$ cat config.mk
export PLATFORM = sky130hd
export DESIGN_NAME = tsc_regs
export DESIGN_NICKNAME = d
export VERILOG_FILES = /design/src/tsc_regs.v /design/src/tsc_seq.v /design/src/tsc_sync.v
export VERILOG_INCLUDE_DIRS = /design/src
export SDC_FILE = /design/constraint.sdc
export NUM_CORES = 1
export LEC_CHECK = 0
export ABC_AREA = 0
export BUFFER_PORTS_ARGS = -buffer_cell sky130_fd_sc_hd__buf_2
export CAP_MARGIN = 20
export CELL_PAD_IN_SITES_DETAIL_PLACEMENT = 0
export CELL_PAD_IN_SITES_GLOBAL_PLACEMENT = 1
export CORE_MARGIN = 3
export CORE_UTILIZATION = 50
export DETAILED_ROUTE_END_ITERATION = 7
export GPL_TIMING_DRIVEN = 0
export PLACE_DENSITY_LB_ADDON = 0.1
export SYNTH_ARGS = -nofsm -noshare
export SYNTH_HDL_FRONTEND = slang
export SYNTH_HIERARCHICAL = 1
export SYNTH_SLANG_ARGS = --single-unit
$ cat constraint.sdc
create_clock -name clock -period 7.47 [get_ports clock]
set_input_delay 0.3735 -clock clock [delete_from_list [all_inputs] [get_ports clock]]
set_output_delay 0.3735 -clock clock [all_outputs]
set_load 0.01 [all_outputs]
$ cat src/tsc_consts.vh
// Constants for the temperature sensor control block: pointer offsets,
// reset values, field positions and timing counts.
// Assumes a 200 MHz system clock; included by the top and sequencer design files.
// Overview of operation
// [RULE_01] Rate register, power-on 07h, eight rate codes
// [RULE_02] Rate code 6 slows with three/four channels
// [RULE_03] Rate code 7 slows with two+ channels
// [RULE_04] One-shot write in shutdown starts one pass
// [RULE_05] After one-shot pass, stay in shutdown
// [RULE_06] One-shot data byte is discarded
// [RULE_07] One-shot during a running pass is ignored
// [RULE_08] Three signed ideality adjust registers, read/write
// [RULE_09] Ideality adjust registers reset to 00h
// [RULE_10] Effective ideality uses 300 minus adjustment
// [RULE_11] Soft reset write restores registers, aborts conversion
// [RULE_12] General call then 06h gives soft reset
// [RULE_13] Other general call bytes do nothing
// [RULE_14] Read-only maker and part code registers
// [RULE_15] Master drives clock, START, STOP; we're slave
// [RULE_16] Seven address bits, direction, ack on ninth
// [RULE_17] Eight-bit bytes plus ack; SDA stable high
// [RULE_18] START and STOP are SDA edges, SCL high
// [RULE_19] Bytes travel most significant bit first
// [RULE_20] Works from 1 kHz up to 3.4 MHz
// [RULE_21] Fixed channel order, then delay, then repeat
// [RULE_22] Enable bits skip disabled channels
// [RULE_23] First write byte loads pointer; reads use it
// [RULE_24] Idle delay from rate code; reset restarts sequence
`ifndef TSC_CONSTS_VH
`define TSC_CONSTS_VH

// Pointer offsets
`define TSC_PTR_STATUS 8'h08
`define TSC_PTR_CFG1 8'h09
`define TSC_PTR_CFG2 8'h0a
`define TSC_PTR_RATE 8'h0b
`define TSC_PTR_ONESHOT 8'h0f
`define TSC_PTR_ADJ1 8'h21
`define TSC_PTR_ADJ2 8'h22
`define TSC_PTR_ADJ3 8'h23
`define TSC_PTR_SWRST 8'hfc
`define TSC_PTR_MAKER 8'hfe
`define TSC_PTR_PART 8'hff

// Reset values
`define TSC_RATE_RST 8'h07
`define TSC_CFG1_RST 8'h00
`define TSC_CFG2_RST 8'h7c
`define TSC_ADJ_RST 8'h00

// Field positions and masks
`define TSC_CFG1_SD 6
`define TSC_CFG1_MASK 8'h44
`define TSC_CFG2_MASK 8'h7c
`define TSC_CFG2_RC 2
`define TSC_CFG2_EN_LO 3
`define TSC_CFG1_RANGE 2

// Bus constants
`define TSC_GCALL_ADDR 7'h00
`define TSC_GCALL_RESET 8'h06

// Ideality arithmetic base
`define TSC_IDEAL_BASE 9'h12c

// Rate timing: base tick is one eighth of a second
`define TSC_TICK_MS 125
`define TSC_CLK_KHZ 200000
`define TSC_TICK_CYCLES (`TSC_TICK_MS * `TSC_CLK_KHZ)
`define TSC_SLOWEST_EIGHTHS 8'h80

`endif

$ cat src/tsc_regs.v
// Top of the temperature sensor control block: two-wire slave port,
// pointer-addressed register bank and conversion sequencer.
// Assumes SCL and SDA arrive asynchronously from an external master,
// and the front end answers each meas_start with one meas_done pulse.
`timescale 1ns/10ps
`include "tsc_consts.vh"
module tsc_regs #(
   parameter SLAVE_ADDR = 7'h4c,
   parameter MAKER_ID = 8'ha5, // Arbitrary value
   parameter PART_ID = 8'h3c, // Arbitrary value
   parameter TICK_CYCLES = `TSC_TICK_CYCLES,
   parameter TICK_W = 25
) (
   input wire clock,
   input wire sys_rst,
   input wire scl_in,
   input wire sda_in,
   output reg sda_out,
   output reg sda_oe,
   input wire meas_done,
   output wire meas_start,
   output wire [1:0] meas_chan,
   output wire conv_busy,
   output reg [8:0] ideality_denom,
   output reg range_ext,
   output reg res_corr
);

   localparam ST_IDLE = 2'h0;
   localparam ST_ADDR = 2'h1;
   localparam ST_WRITE = 2'h2;
   localparam ST_READ = 2'h3;

   wire scl_s; // Synchronised clock line
   wire sda_s; // Synchronised data line
   reg scl_d; // Previous clock sample
   reg sda_d; // Previous data sample
   wire scl_rise;
   wire scl_fall;
   wire bus_start;
   wire bus_stop;

   reg [1:0] state; // Slave port state
   reg [3:0] bitcnt; // 0..8 bits, 9 is the ack slot
   reg [7:0] shift_in; // Received byte
   reg [7:0] tx; // Byte being sent
   reg mack; // Ack seen in last ack slot
   reg gcall; // Transfer is a general call
   reg ptr_done; // Pointer loaded in this write
   reg soft_rst; // One-cycle soft reset pulse
   reg one_shot; // One-cycle one-shot pulse
   wire rst; // System or soft reset

   reg [7:0] pointer; // Register pointer
   reg [7:0] cfg1; // Shutdown and range
   reg [7:0] cfg2; // Channel enables and correction
   reg [7:0] rate_reg; // Conversion rate
   reg [7:0] adj [1:3]; // Ideality adjustments by remote channel
   reg [7:0] rd_data; // Read mux
   reg [9:0] denom_calc; // 300 minus signed adjustment
   reg [7:0] adj_sel; // Adjustment of the channel in progress

   assign rst = sys_rst | soft_rst; // RULE_11

   // Pins are outside our domain: two flops each
   tsc_sync #(
      .WIDTH(1)
   ) u_sync_scl (
      .clock(clock),
      .sys_rst(sys_rst),
      .async_in(scl_in),
      .sync_out(scl_s)
   );

   tsc_sync #(
      .WIDTH(1)
   ) u_sync_sda (
      .clock(clock),
      .sys_rst(sys_rst),
      .async_in(sda_in),
      .sync_out(sda_s)
   );

   // Edge history of the synchronised lines
   always @(posedge clock) begin
      if (sys_rst) begin
         scl_d <= 1'b1;
         sda_d <= 1'b1;
      end else begin
         scl_d <= scl_s;
         sda_d <= sda_s;
      end
   end

   assign scl_rise = scl_s & ~scl_d;
   assign scl_fall = ~scl_s & scl_d;
   assign bus_start = scl_s & scl_d & sda_d & ~sda_s; // RULE_18
   assign bus_stop = scl_s & scl_d & ~sda_d & sda_s; // RULE_18

   // Read data by pointer; reserved and unmapped read zero
   always @* begin
      if (pointer == `TSC_PTR_STATUS)
         rd_data = {conv_busy, 7'h00};
      else if (pointer == `TSC_PTR_CFG1)
         rd_data = cfg1;
      else if (pointer == `TSC_PTR_CFG2)
         rd_data = cfg2;
      else if (pointer == `TSC_PTR_RATE)
         rd_data = rate_reg; // RULE_01
      else if (pointer == `TSC_PTR_ADJ1)
         rd_data = adj[1]; // RULE_08
      else if (pointer == `TSC_PTR_ADJ2)
         rd_data = adj[2];
      else if (pointer == `TSC_PTR_ADJ3)
         rd_data = adj[3];
      else if (pointer == `TSC_PTR_MAKER)
         rd_data = MAKER_ID; // RULE_14
      else if (pointer == `TSC_PTR_PART)
         rd_data = PART_ID; // RULE_14
      else
         rd_data = 8'h00;
   end

   // Slave port; only the master clocks the bus, we follow its edges
   always @(posedge clock) begin // RULE_15 RULE_20
      if (sys_rst) begin
         state <= ST_IDLE;
         bitcnt <= 4'h0;
         shift_in <= 8'h00;
         tx <= 8'h00;
         mack <= 1'b0;
         gcall <= 1'b0;
         ptr_done <= 1'b0;
         sda_out <= 1'b0;
         sda_oe <= 1'b0;
      end else if (bus_start) begin
         // Repeated START is legal anywhere
         state <= ST_ADDR;
         bitcnt <= 4'h0;
         gcall <= 1'b0;
         ptr_done <= 1'b0;
         sda_oe <= 1'b0;
      end else if (bus_stop) begin
         state <= ST_IDLE;
         sda_oe <= 1'b0;
      end else if (scl_rise && state != ST_IDLE) begin
         // Sample on the rising clock edge
         if (bitcnt < 4'h8) begin
            bitcnt <= bitcnt + 4'h1;
            if (state != ST_READ)
               shift_in <= {shift_in[6:0], sda_s}; // RULE_19
         end else if (bitcnt == 4'h9) begin
            mack <= ~sda_s; // Our own ack also reads low here
         end
      end else if (scl_fall && state != ST_IDLE) begin
         // Change SDA only while the clock is low
         if (bitcnt == 4'h8) begin
            bitcnt <= 4'h9;
            sda_oe <= 1'b0;
            if (state == ST_ADDR) begin
               if (shift_in[7:1] == SLAVE_ADDR) begin
                  sda_oe <= 1'b1; // RULE_16
                  state <= shift_in[0] ? ST_READ : ST_WRITE;
                  tx <= rd_data; // RULE_23
               end else if (shift_in[7:1] == `TSC_GCALL_ADDR && !shift_in[0]) begin
                  sda_oe <= 1'b1; // RULE_12
                  gcall <= 1'b1;
                  state <= ST_WRITE;
               end else begin
                  state <= ST_IDLE;
               end
            end else if (state == ST_WRITE) begin
               sda_oe <= 1'b1; // RULE_17
               if (!gcall && !ptr_done)
                  ptr_done <= 1'b1;
            end
         end else if (bitcnt == 4'h9) begin
            bitcnt <= 4'h0;
            sda_oe <= 1'b0;
            if (state == ST_READ) begin
               if (mack) begin
                  sda_oe <= ~tx[7]; // RULE_19
                  tx <= {tx[6:0], 1'b0};
               end else begin
                  state <= ST_IDLE; // Master declined more data
               end
            end
         end else if (state == ST_READ && bitcnt != 4'h0) begin
            sda_oe <= ~tx[7]; // RULE_17
            tx <= {tx[6:0], 1'b0};
         end
      end
   end

   // Register writes land as the write byte is acknowledged
   always @(posedge clock) begin
      if (rst) begin
         pointer <= 8'h00;
         cfg1 <= `TSC_CFG1_RST;
         cfg2 <= `TSC_CFG2_RST;
         rate_reg <= `TSC_RATE_RST; // RULE_01
         adj[1] <= `TSC_ADJ_RST; // RULE_09
         adj[2] <= `TSC_ADJ_RST;
         adj[3] <= `TSC_ADJ_RST;
         soft_rst <= 1'b0;
         one_shot <= 1'b0;
      end else begin
         soft_rst <= 1'b0;
         one_shot <= 1'b0;
         if (scl_fall && !bus_start && !bus_stop && state == ST_WRITE && bitcnt == 4'h8) begin
            if (gcall) begin
               if (shift_in == `TSC_GCALL_RESET) // RULE_13
                  soft_rst <= 1'b1; // RULE_12
               // Other codes fall through untouched
            end else if (!ptr_done) begin
               pointer <= shift_in; // RULE_23
            end else if (pointer == `TSC_PTR_CFG1) begin
               cfg1 <= shift_in & `TSC_CFG1_MASK;
            end else if (pointer == `TSC_PTR_CFG2) begin
               cfg2 <= shift_in & `TSC_CFG2_MASK; // RULE_22
            end else if (pointer == `TSC_PTR_RATE) begin
               rate_reg <= shift_in; // RULE_01
            end else if (pointer == `TSC_PTR_ADJ1) begin
               adj[1] <= shift_in; // RULE_08
            end else if (pointer == `TSC_PTR_ADJ2) begin
               adj[2] <= shift_in;
            end else if (pointer == `TSC_PTR_ADJ3) begin
               adj[3] <= shift_in;
            end else if (pointer == `TSC_PTR_ONESHOT) begin
               one_shot <= 1'b1; // RULE_04 RULE_06
            end else if (pointer == `TSC_PTR_SWRST) begin
               soft_rst <= 1'b1; // RULE_11
            end
         end
      end
   end

   // Denominator for the remote ideality: base minus signed adjustment
   always @* begin
      adj_sel = 8'h00;
      if (meas_chan != 2'h0)
         adj_sel = adj[meas_chan];
      denom_calc = `TSC_IDEAL_BASE - {{2{adj_sel[7]}}, adj_sel}; // RULE_10
   end

   // Front-end controls held in flops
   always @(posedge clock) begin
      if (rst) begin
         ideality_denom <= `TSC_IDEAL_BASE;
         range_ext <= 1'b0;
         res_corr <= 1'b1;
      end else begin
         ideality_denom <= denom_calc[8:0]; // RULE_10
         range_ext <= cfg1[`TSC_CFG1_RANGE];
         res_corr <= cfg2[`TSC_CFG2_RC];
      end
   end

   // Soft reset also aborts a running pass
   tsc_seq #(
      .TICK_CYCLES(TICK_CYCLES),
      .TICK_W(TICK_W)
   ) u_seq (
      .clock(clock),
      .rst(rst),
      .chan_on(cfg2[6:3]),
      .rate_reg(rate_reg),
      .shutdown_ctl(cfg1[`TSC_CFG1_SD]),
      .one_shot(one_shot),
      .meas_done(meas_done),
      .meas_start(meas_start),
      .meas_chan(meas_chan),
      .conv_busy(conv_busy)
   );

endmodule

$ cat src/tsc_seq.v
// Conversion sequencer: walks enabled channels in order, then idles
// until the rate interval from the pass start is over. Assumes the front end pulses meas_done.
`timescale 1ns/10ps
`include "tsc_consts.vh"
module tsc_seq #(
   parameter TICK_CYCLES = `TSC_TICK_CYCLES,
   parameter TICK_W = 25
) (
   input wire clock,
   input wire rst,
   input wire [3:0] chan_on,
   input wire [7:0] rate_reg,
   input wire shutdown_ctl,
   input wire one_shot,
   input wire meas_done,
   output reg meas_start,
   output reg [1:0] meas_chan,
   output reg conv_busy
);

   localparam SQ_WAIT = 1'b0;
   localparam SQ_MEAS = 1'b1;

   reg state; // Waiting or measuring
   reg [TICK_W-1:0] tick_cnt; // Cycles within one eighth second
   reg [7:0] eighth_cnt; // Eighths since pass start, saturating
   reg [2:0] rate_code; // Saturated rate code
   reg [7:0] nominal; // Nominal period in eighths
   reg [7:0] n_on; // Enabled channel count
   reg [7:0] period; // Effective period in eighths
   reg first_hit; // A channel at or after search start
   reg [1:0] first_ch; // That channel
   reg [1:0] search_from; // Search start index
   integer i;

   // Period is the larger of nominal and one eighth per channel
   always @* begin
      rate_code = (|rate_reg[7:3]) ? 3'h7 : rate_reg[2:0];
      nominal = `TSC_SLOWEST_EIGHTHS >> rate_code; // RULE_01
      n_on = {4'h0, 3'h0, chan_on[0]} + {7'h0, chan_on[1]} + {7'h0, chan_on[2]} + {7'h0, chan_on[3]};
      period = (n_on > nominal) ? n_on : nominal; // RULE_02 RULE_03
   end

   // Next enabled channel at or after the search start
   always @* begin
      search_from = (state == SQ_MEAS) ? meas_chan + 2'h1 : 2'h0;
      first_hit = 1'b0;
      first_ch = 2'h0;
      for (i = 3; i >= 0; i = i - 1) begin
         if (chan_on[i] && (i[1:0] >= search_from) && !(state == SQ_MEAS && meas_chan == 2'h3)) begin
            first_hit = 1'b1; // RULE_22
            first_ch = i[1:0];
         end
      end
   end

   // Sequencer; reset starts a fresh pass from the local channel
   always @(posedge clock) begin
      if (rst) begin
         state <= SQ_WAIT; // RULE_24
         tick_cnt <= {TICK_W{1'b0}};
         eighth_cnt <= 8'hff;
         meas_start <= 1'b0;
         meas_chan <= 2'h0;
         conv_busy <= 1'b0;
      end else begin
         meas_start <= 1'b0;
         // Eighth-second time base
         if (tick_cnt == TICK_CYCLES[TICK_W-1:0] - 1'b1) begin
            tick_cnt <= {TICK_W{1'b0}};
            if (eighth_cnt != 8'hff)
               eighth_cnt <= eighth_cnt + 8'h01;
         end else begin
            tick_cnt <= tick_cnt + 1'b1;
         end
         case (state)
            SQ_WAIT: begin
               // One-shot is only seen here, so busy passes drop it
               if ((!shutdown_ctl && eighth_cnt >= period) || (shutdown_ctl && one_shot)) begin // RULE_04 RULE_07 RULE_24
                  tick_cnt <= {TICK_W{1'b0}};
                  eighth_cnt <= 8'h00;
                  if (first_hit) begin
                     state <= SQ_MEAS; // RULE_21
                     meas_chan <= first_ch;
                     meas_start <= 1'b1;
                     conv_busy <= 1'b1;
                  end
               end
            end
            default: begin
               if (meas_done) begin
                  if (first_hit) begin
                     meas_chan <= first_ch; // RULE_21
                     meas_start <= 1'b1;
                  end else begin
                     // Pass over; shutdown keeps it from restarting
                     state <= SQ_WAIT; // RULE_05
                     conv_busy <= 1'b0;
                  end
               end
            end
         endcase
      end
   end

endmodule

$ cat src/tsc_sync.v
// Two-stage synchroniser for levels from outside the clock domain.
// Assumes the input is a slow level such as a bus pin.
`timescale 1ns/10ps
module tsc_sync #(
   parameter WIDTH = 1
) (
   input wire clock,
   input wire sys_rst,
   input wire [WIDTH-1:0] async_in,
   output reg [WIDTH-1:0] sync_out
);

   reg [WIDTH-1:0] meta; // First stage, read only by sync_out

   // Bus idles high, so both stages reset to ones
   always @(posedge clock) begin
      if (sys_rst) begin
         meta <= {WIDTH{1'b1}};
         sync_out <= {WIDTH{1'b1}};
      end else begin
         meta <= async_in;
         sync_out <= meta;
      end
   end

endmodule
==> out/metrics.csv <==
metric;value;unit
status;completed;
worst path arrival time;5.23;ns
Primary FF master, synth;dfxtp_1;
Clock transition at path regs;0.06;ns
vias per cell;5.95;
first-pass GRT wire length;29300;um
Post-CTS Setup Bufs;0;
WHS Path Cells;2;
WL/cell;18.1;um
final setup violation count;0;
Cells after Synth;774;
Num CTS Buffers;17;
slowest stage cell, crit path;dfxtp_1;
asr flop ratio synth;0;
syn avg cell area;8.98;um^2
most frequent cells in the layout;106 x dfxtp_1, 70 x nor2_1, 61 x nand2_1, 33 x clkbuf_1, 32 x nor3_1;
TritonRoute pass-1 iters;5;
sequential area share after synthesis;0.409;
R2R Path End;u_seq/tick_cnt[19]$_SDFF_PP0_;
Clock Latency Late Sink;0.43;ns
total power;2060;uW
Vias;5963;
Yosys cell types;86;
Netlist Area Pre-Place;6950;um^2
CTS tree;done;
final hold vios;0;
RSZ-0062 raised after global routing;false;
PortBufs;20;
initial antenna violation count;0;
initial cell density of the core;0.518;
DRT iter0 DRCs;391;
Slew Limit Fails;0;
Ys Warns;6;
Power Density;261;nW/um^2
crit-path max FO;10;
post-cts repair resize count;0;
Pleak;0.00283;uW
Max Cap Viol;0;
Worst Hold Class;in2reg;
Worst path max stage delay;0.49;ns
slew margin rel.;0.347;
# clock sinks;130;
Final #Nets;839;
most frequent CP cell;ha_1;
largest register by flop count;u_seq/tick_cnt;
#FFs+latches synth;130;
half-perimeter wire length after detailed placement;13300;um
Tcrit/Tclk final;0.652;
most common cell after layout, fill and taps aside;dfxtp_1;
overall fraction of global-route tracks in use;0.249;
core footprint;13400;um^2
Routed WL;18100;um
Worst Hold Path EP;u_sync_scl/meta$_SDFF_PP1_;
setup_tns;0;ns
DR DRC count;0;
RR Startpoint;cfg2[4]$_SDFFE_PP1P_;
CTS H-Tree Depth;4;
share of layout cells above drive strength 1;0.120;
area leader, netlist;dfxtp_1;
ANT nets after route;0;
Die Span Y;124;um
hold_buf cts;0;
Placer Congestion;0.907;
Max Fclk;205;MHz
# diodes;0;
largest cells by area after synthesis;dfxtp_1 31%, edfxtp_1 10%, mux2i_1 4.3%;
die width;124;um
std cell rows;42;
hold_sp;scl_in;
Area growth syn-to-layout;13.4;%
Top Ports;22;
Inst Count DP;970;
EDFF count, synth;24;
Setup Skew;0.00739;ns
VDD IR max;161;uV
Worst Reg-to-Reg Cells;17;
Worst Path Required;7.83;ns
vias in the first global route;5714;
fin cells;1002;
max reg flops;25;
die area;15300;um^2
Worst setup EP type;register;
worst-path cell chain;fa_1 > ha_1 > ha_1 > ha_1 > nor2b_1 > o21ai_0 > a32oi_1 > o21ai_0 > a221oi_1 > ha_1 > nand2b_4 > a2111o_1 > a31o_4 > or3_1 > buf_6 > buf_12 > nor2_2;
r2r setup slk;2.60;ns
leading registers by flop count;u_seq/tick_cnt x25, adj x24, ideality_denom x9;
area share of the largest cell type after synthesis;0.305;
Critical Path Source Type;register;
syn_nets;800;
Root Driver;clkbuf_16;
Slew @ Worst Pin;0.971;ns
largest net degree at the start of global routing;17;
clk buf depth;2;
Remaining Overflow, GRT;0;
post-route minimum period;4.87;ns
CP Class;reg2reg;
==> critical path, delay by kind of cell (launching register included) <==
kind,cells,cell delay (ns)
buf+inv,2,0.30
fa+ha+maj,5,1.58
simple gates,4,0.71
flops,1,0.49
compound gates,6,1.72
==> cell usage after synthesis (all sizes together), types with 6 or more instances <==
cell type	count
nand2	61
nand3	27
a211oi	11
xor2	18
nor4	6
clkbuf	33
nor3b	6
dfxtp	106
and2	32
edfxtp	24
mux2i	30
or3	10
nor2	90
and3	6
nand4	17
or2	11
a21oi	31
a31oi	8
xnor2	10
mux2	9
inv	20
nand2b	13
o21ai	38
nor3	32
a22o	6
buf	9
or4	6
nor2b	6
a32oi	6
ha	20
==> worst max path at each step <==
stage,endpoint,start,cells after the start
finish,u_seq/tick_cnt[19]$_SDFF_PP0_,cfg2[4]$_SDFFE_PP1P_,17
global route,u_seq/meas_chan[1]$_SDFFE_PP0P_,cfg2[4]$_SDFFE_PP1P_,15
CTS,u_seq/tick_cnt[19]$_SDFF_PP0_,cfg2[6]$_SDFFE_PP1P_,17
detailed placement,u_seq/tick_cnt[19]$_SDFF_PP0_,cfg2[6]$_SDFFE_PP1P_,17
global placement,u_seq/tick_cnt[11]$_SDFF_PP0_,cfg2[4]$_SDFFE_PP1P_,17
floorplan,u_seq/tick_cnt[11]$_SDFF_PP0_,cfg2[4]$_SDFFE_PP1P_,17
==> logic make-up after synthesis <==
| kind of cell | synth area share |
|---|---|
| adder cells (fa/ha/maj) | 0.0389 |
| AO/OA/AOI/OAI | 0.152 |
| flip-flops | 0.409 |
| multiplexers | 0.0578 |
| other | 0.000540 |
| AND/OR/NAND/NOR | 0.264 |
| XOR/XNOR | 0.0353 |
| buffers and inverters | 0.0425 |
==> metrics by stage <==
stage | util | hold slack [ns] | setup slack [ns] | instance area, um^2
after floorplan | - | 0.385 | 3.03 | 6950
after global placement | 0.542 | 0.390 | 2.67 | 7270
after CTS | 0.588 | 0.109 | 2.58 | 7880
final | 0.588 | 0.124 | 2.60 | 7880
after global routing | 0.588 | 0.112 | 2.24 | 7880
after detailed placement | 0.542 | 0.397 | 2.59 | 7270
==> where the power goes <==
part	internal, uW	switching, uW	total, uW
Combinational	171	222	393
Sequential	766	53.1	819
Clock	529	316	845
Total	1470	591	2060
==> layout make-up <==
| cell class | instances | area [um^2] |
|---|---|---|
| fillers | 1180 | 5520 |
| flip-flops and latches | 130 | 2840 |
| plain buffers | 42 | 220 |
| repair buffers | 20 | 100 |
| clock buffers | 21 | 482 |
| clock inverters | 11 | 126 |
| well taps | 176 | 220 |
| inverters | 20 | 75.1 |
| multi-input cells | 582 | 3810 |
==> routing by layer <==
metal  vias to the layer above  global-route usage  share of wire
met5                         -                   0              0
met4                         0               0.101          0.024
met3                        34              0.0609          0.060
met2                       187               0.411           0.47
met1                      2844               0.313           0.44
li1                       2898                   -              -
(Power assumes the default switching activity.)
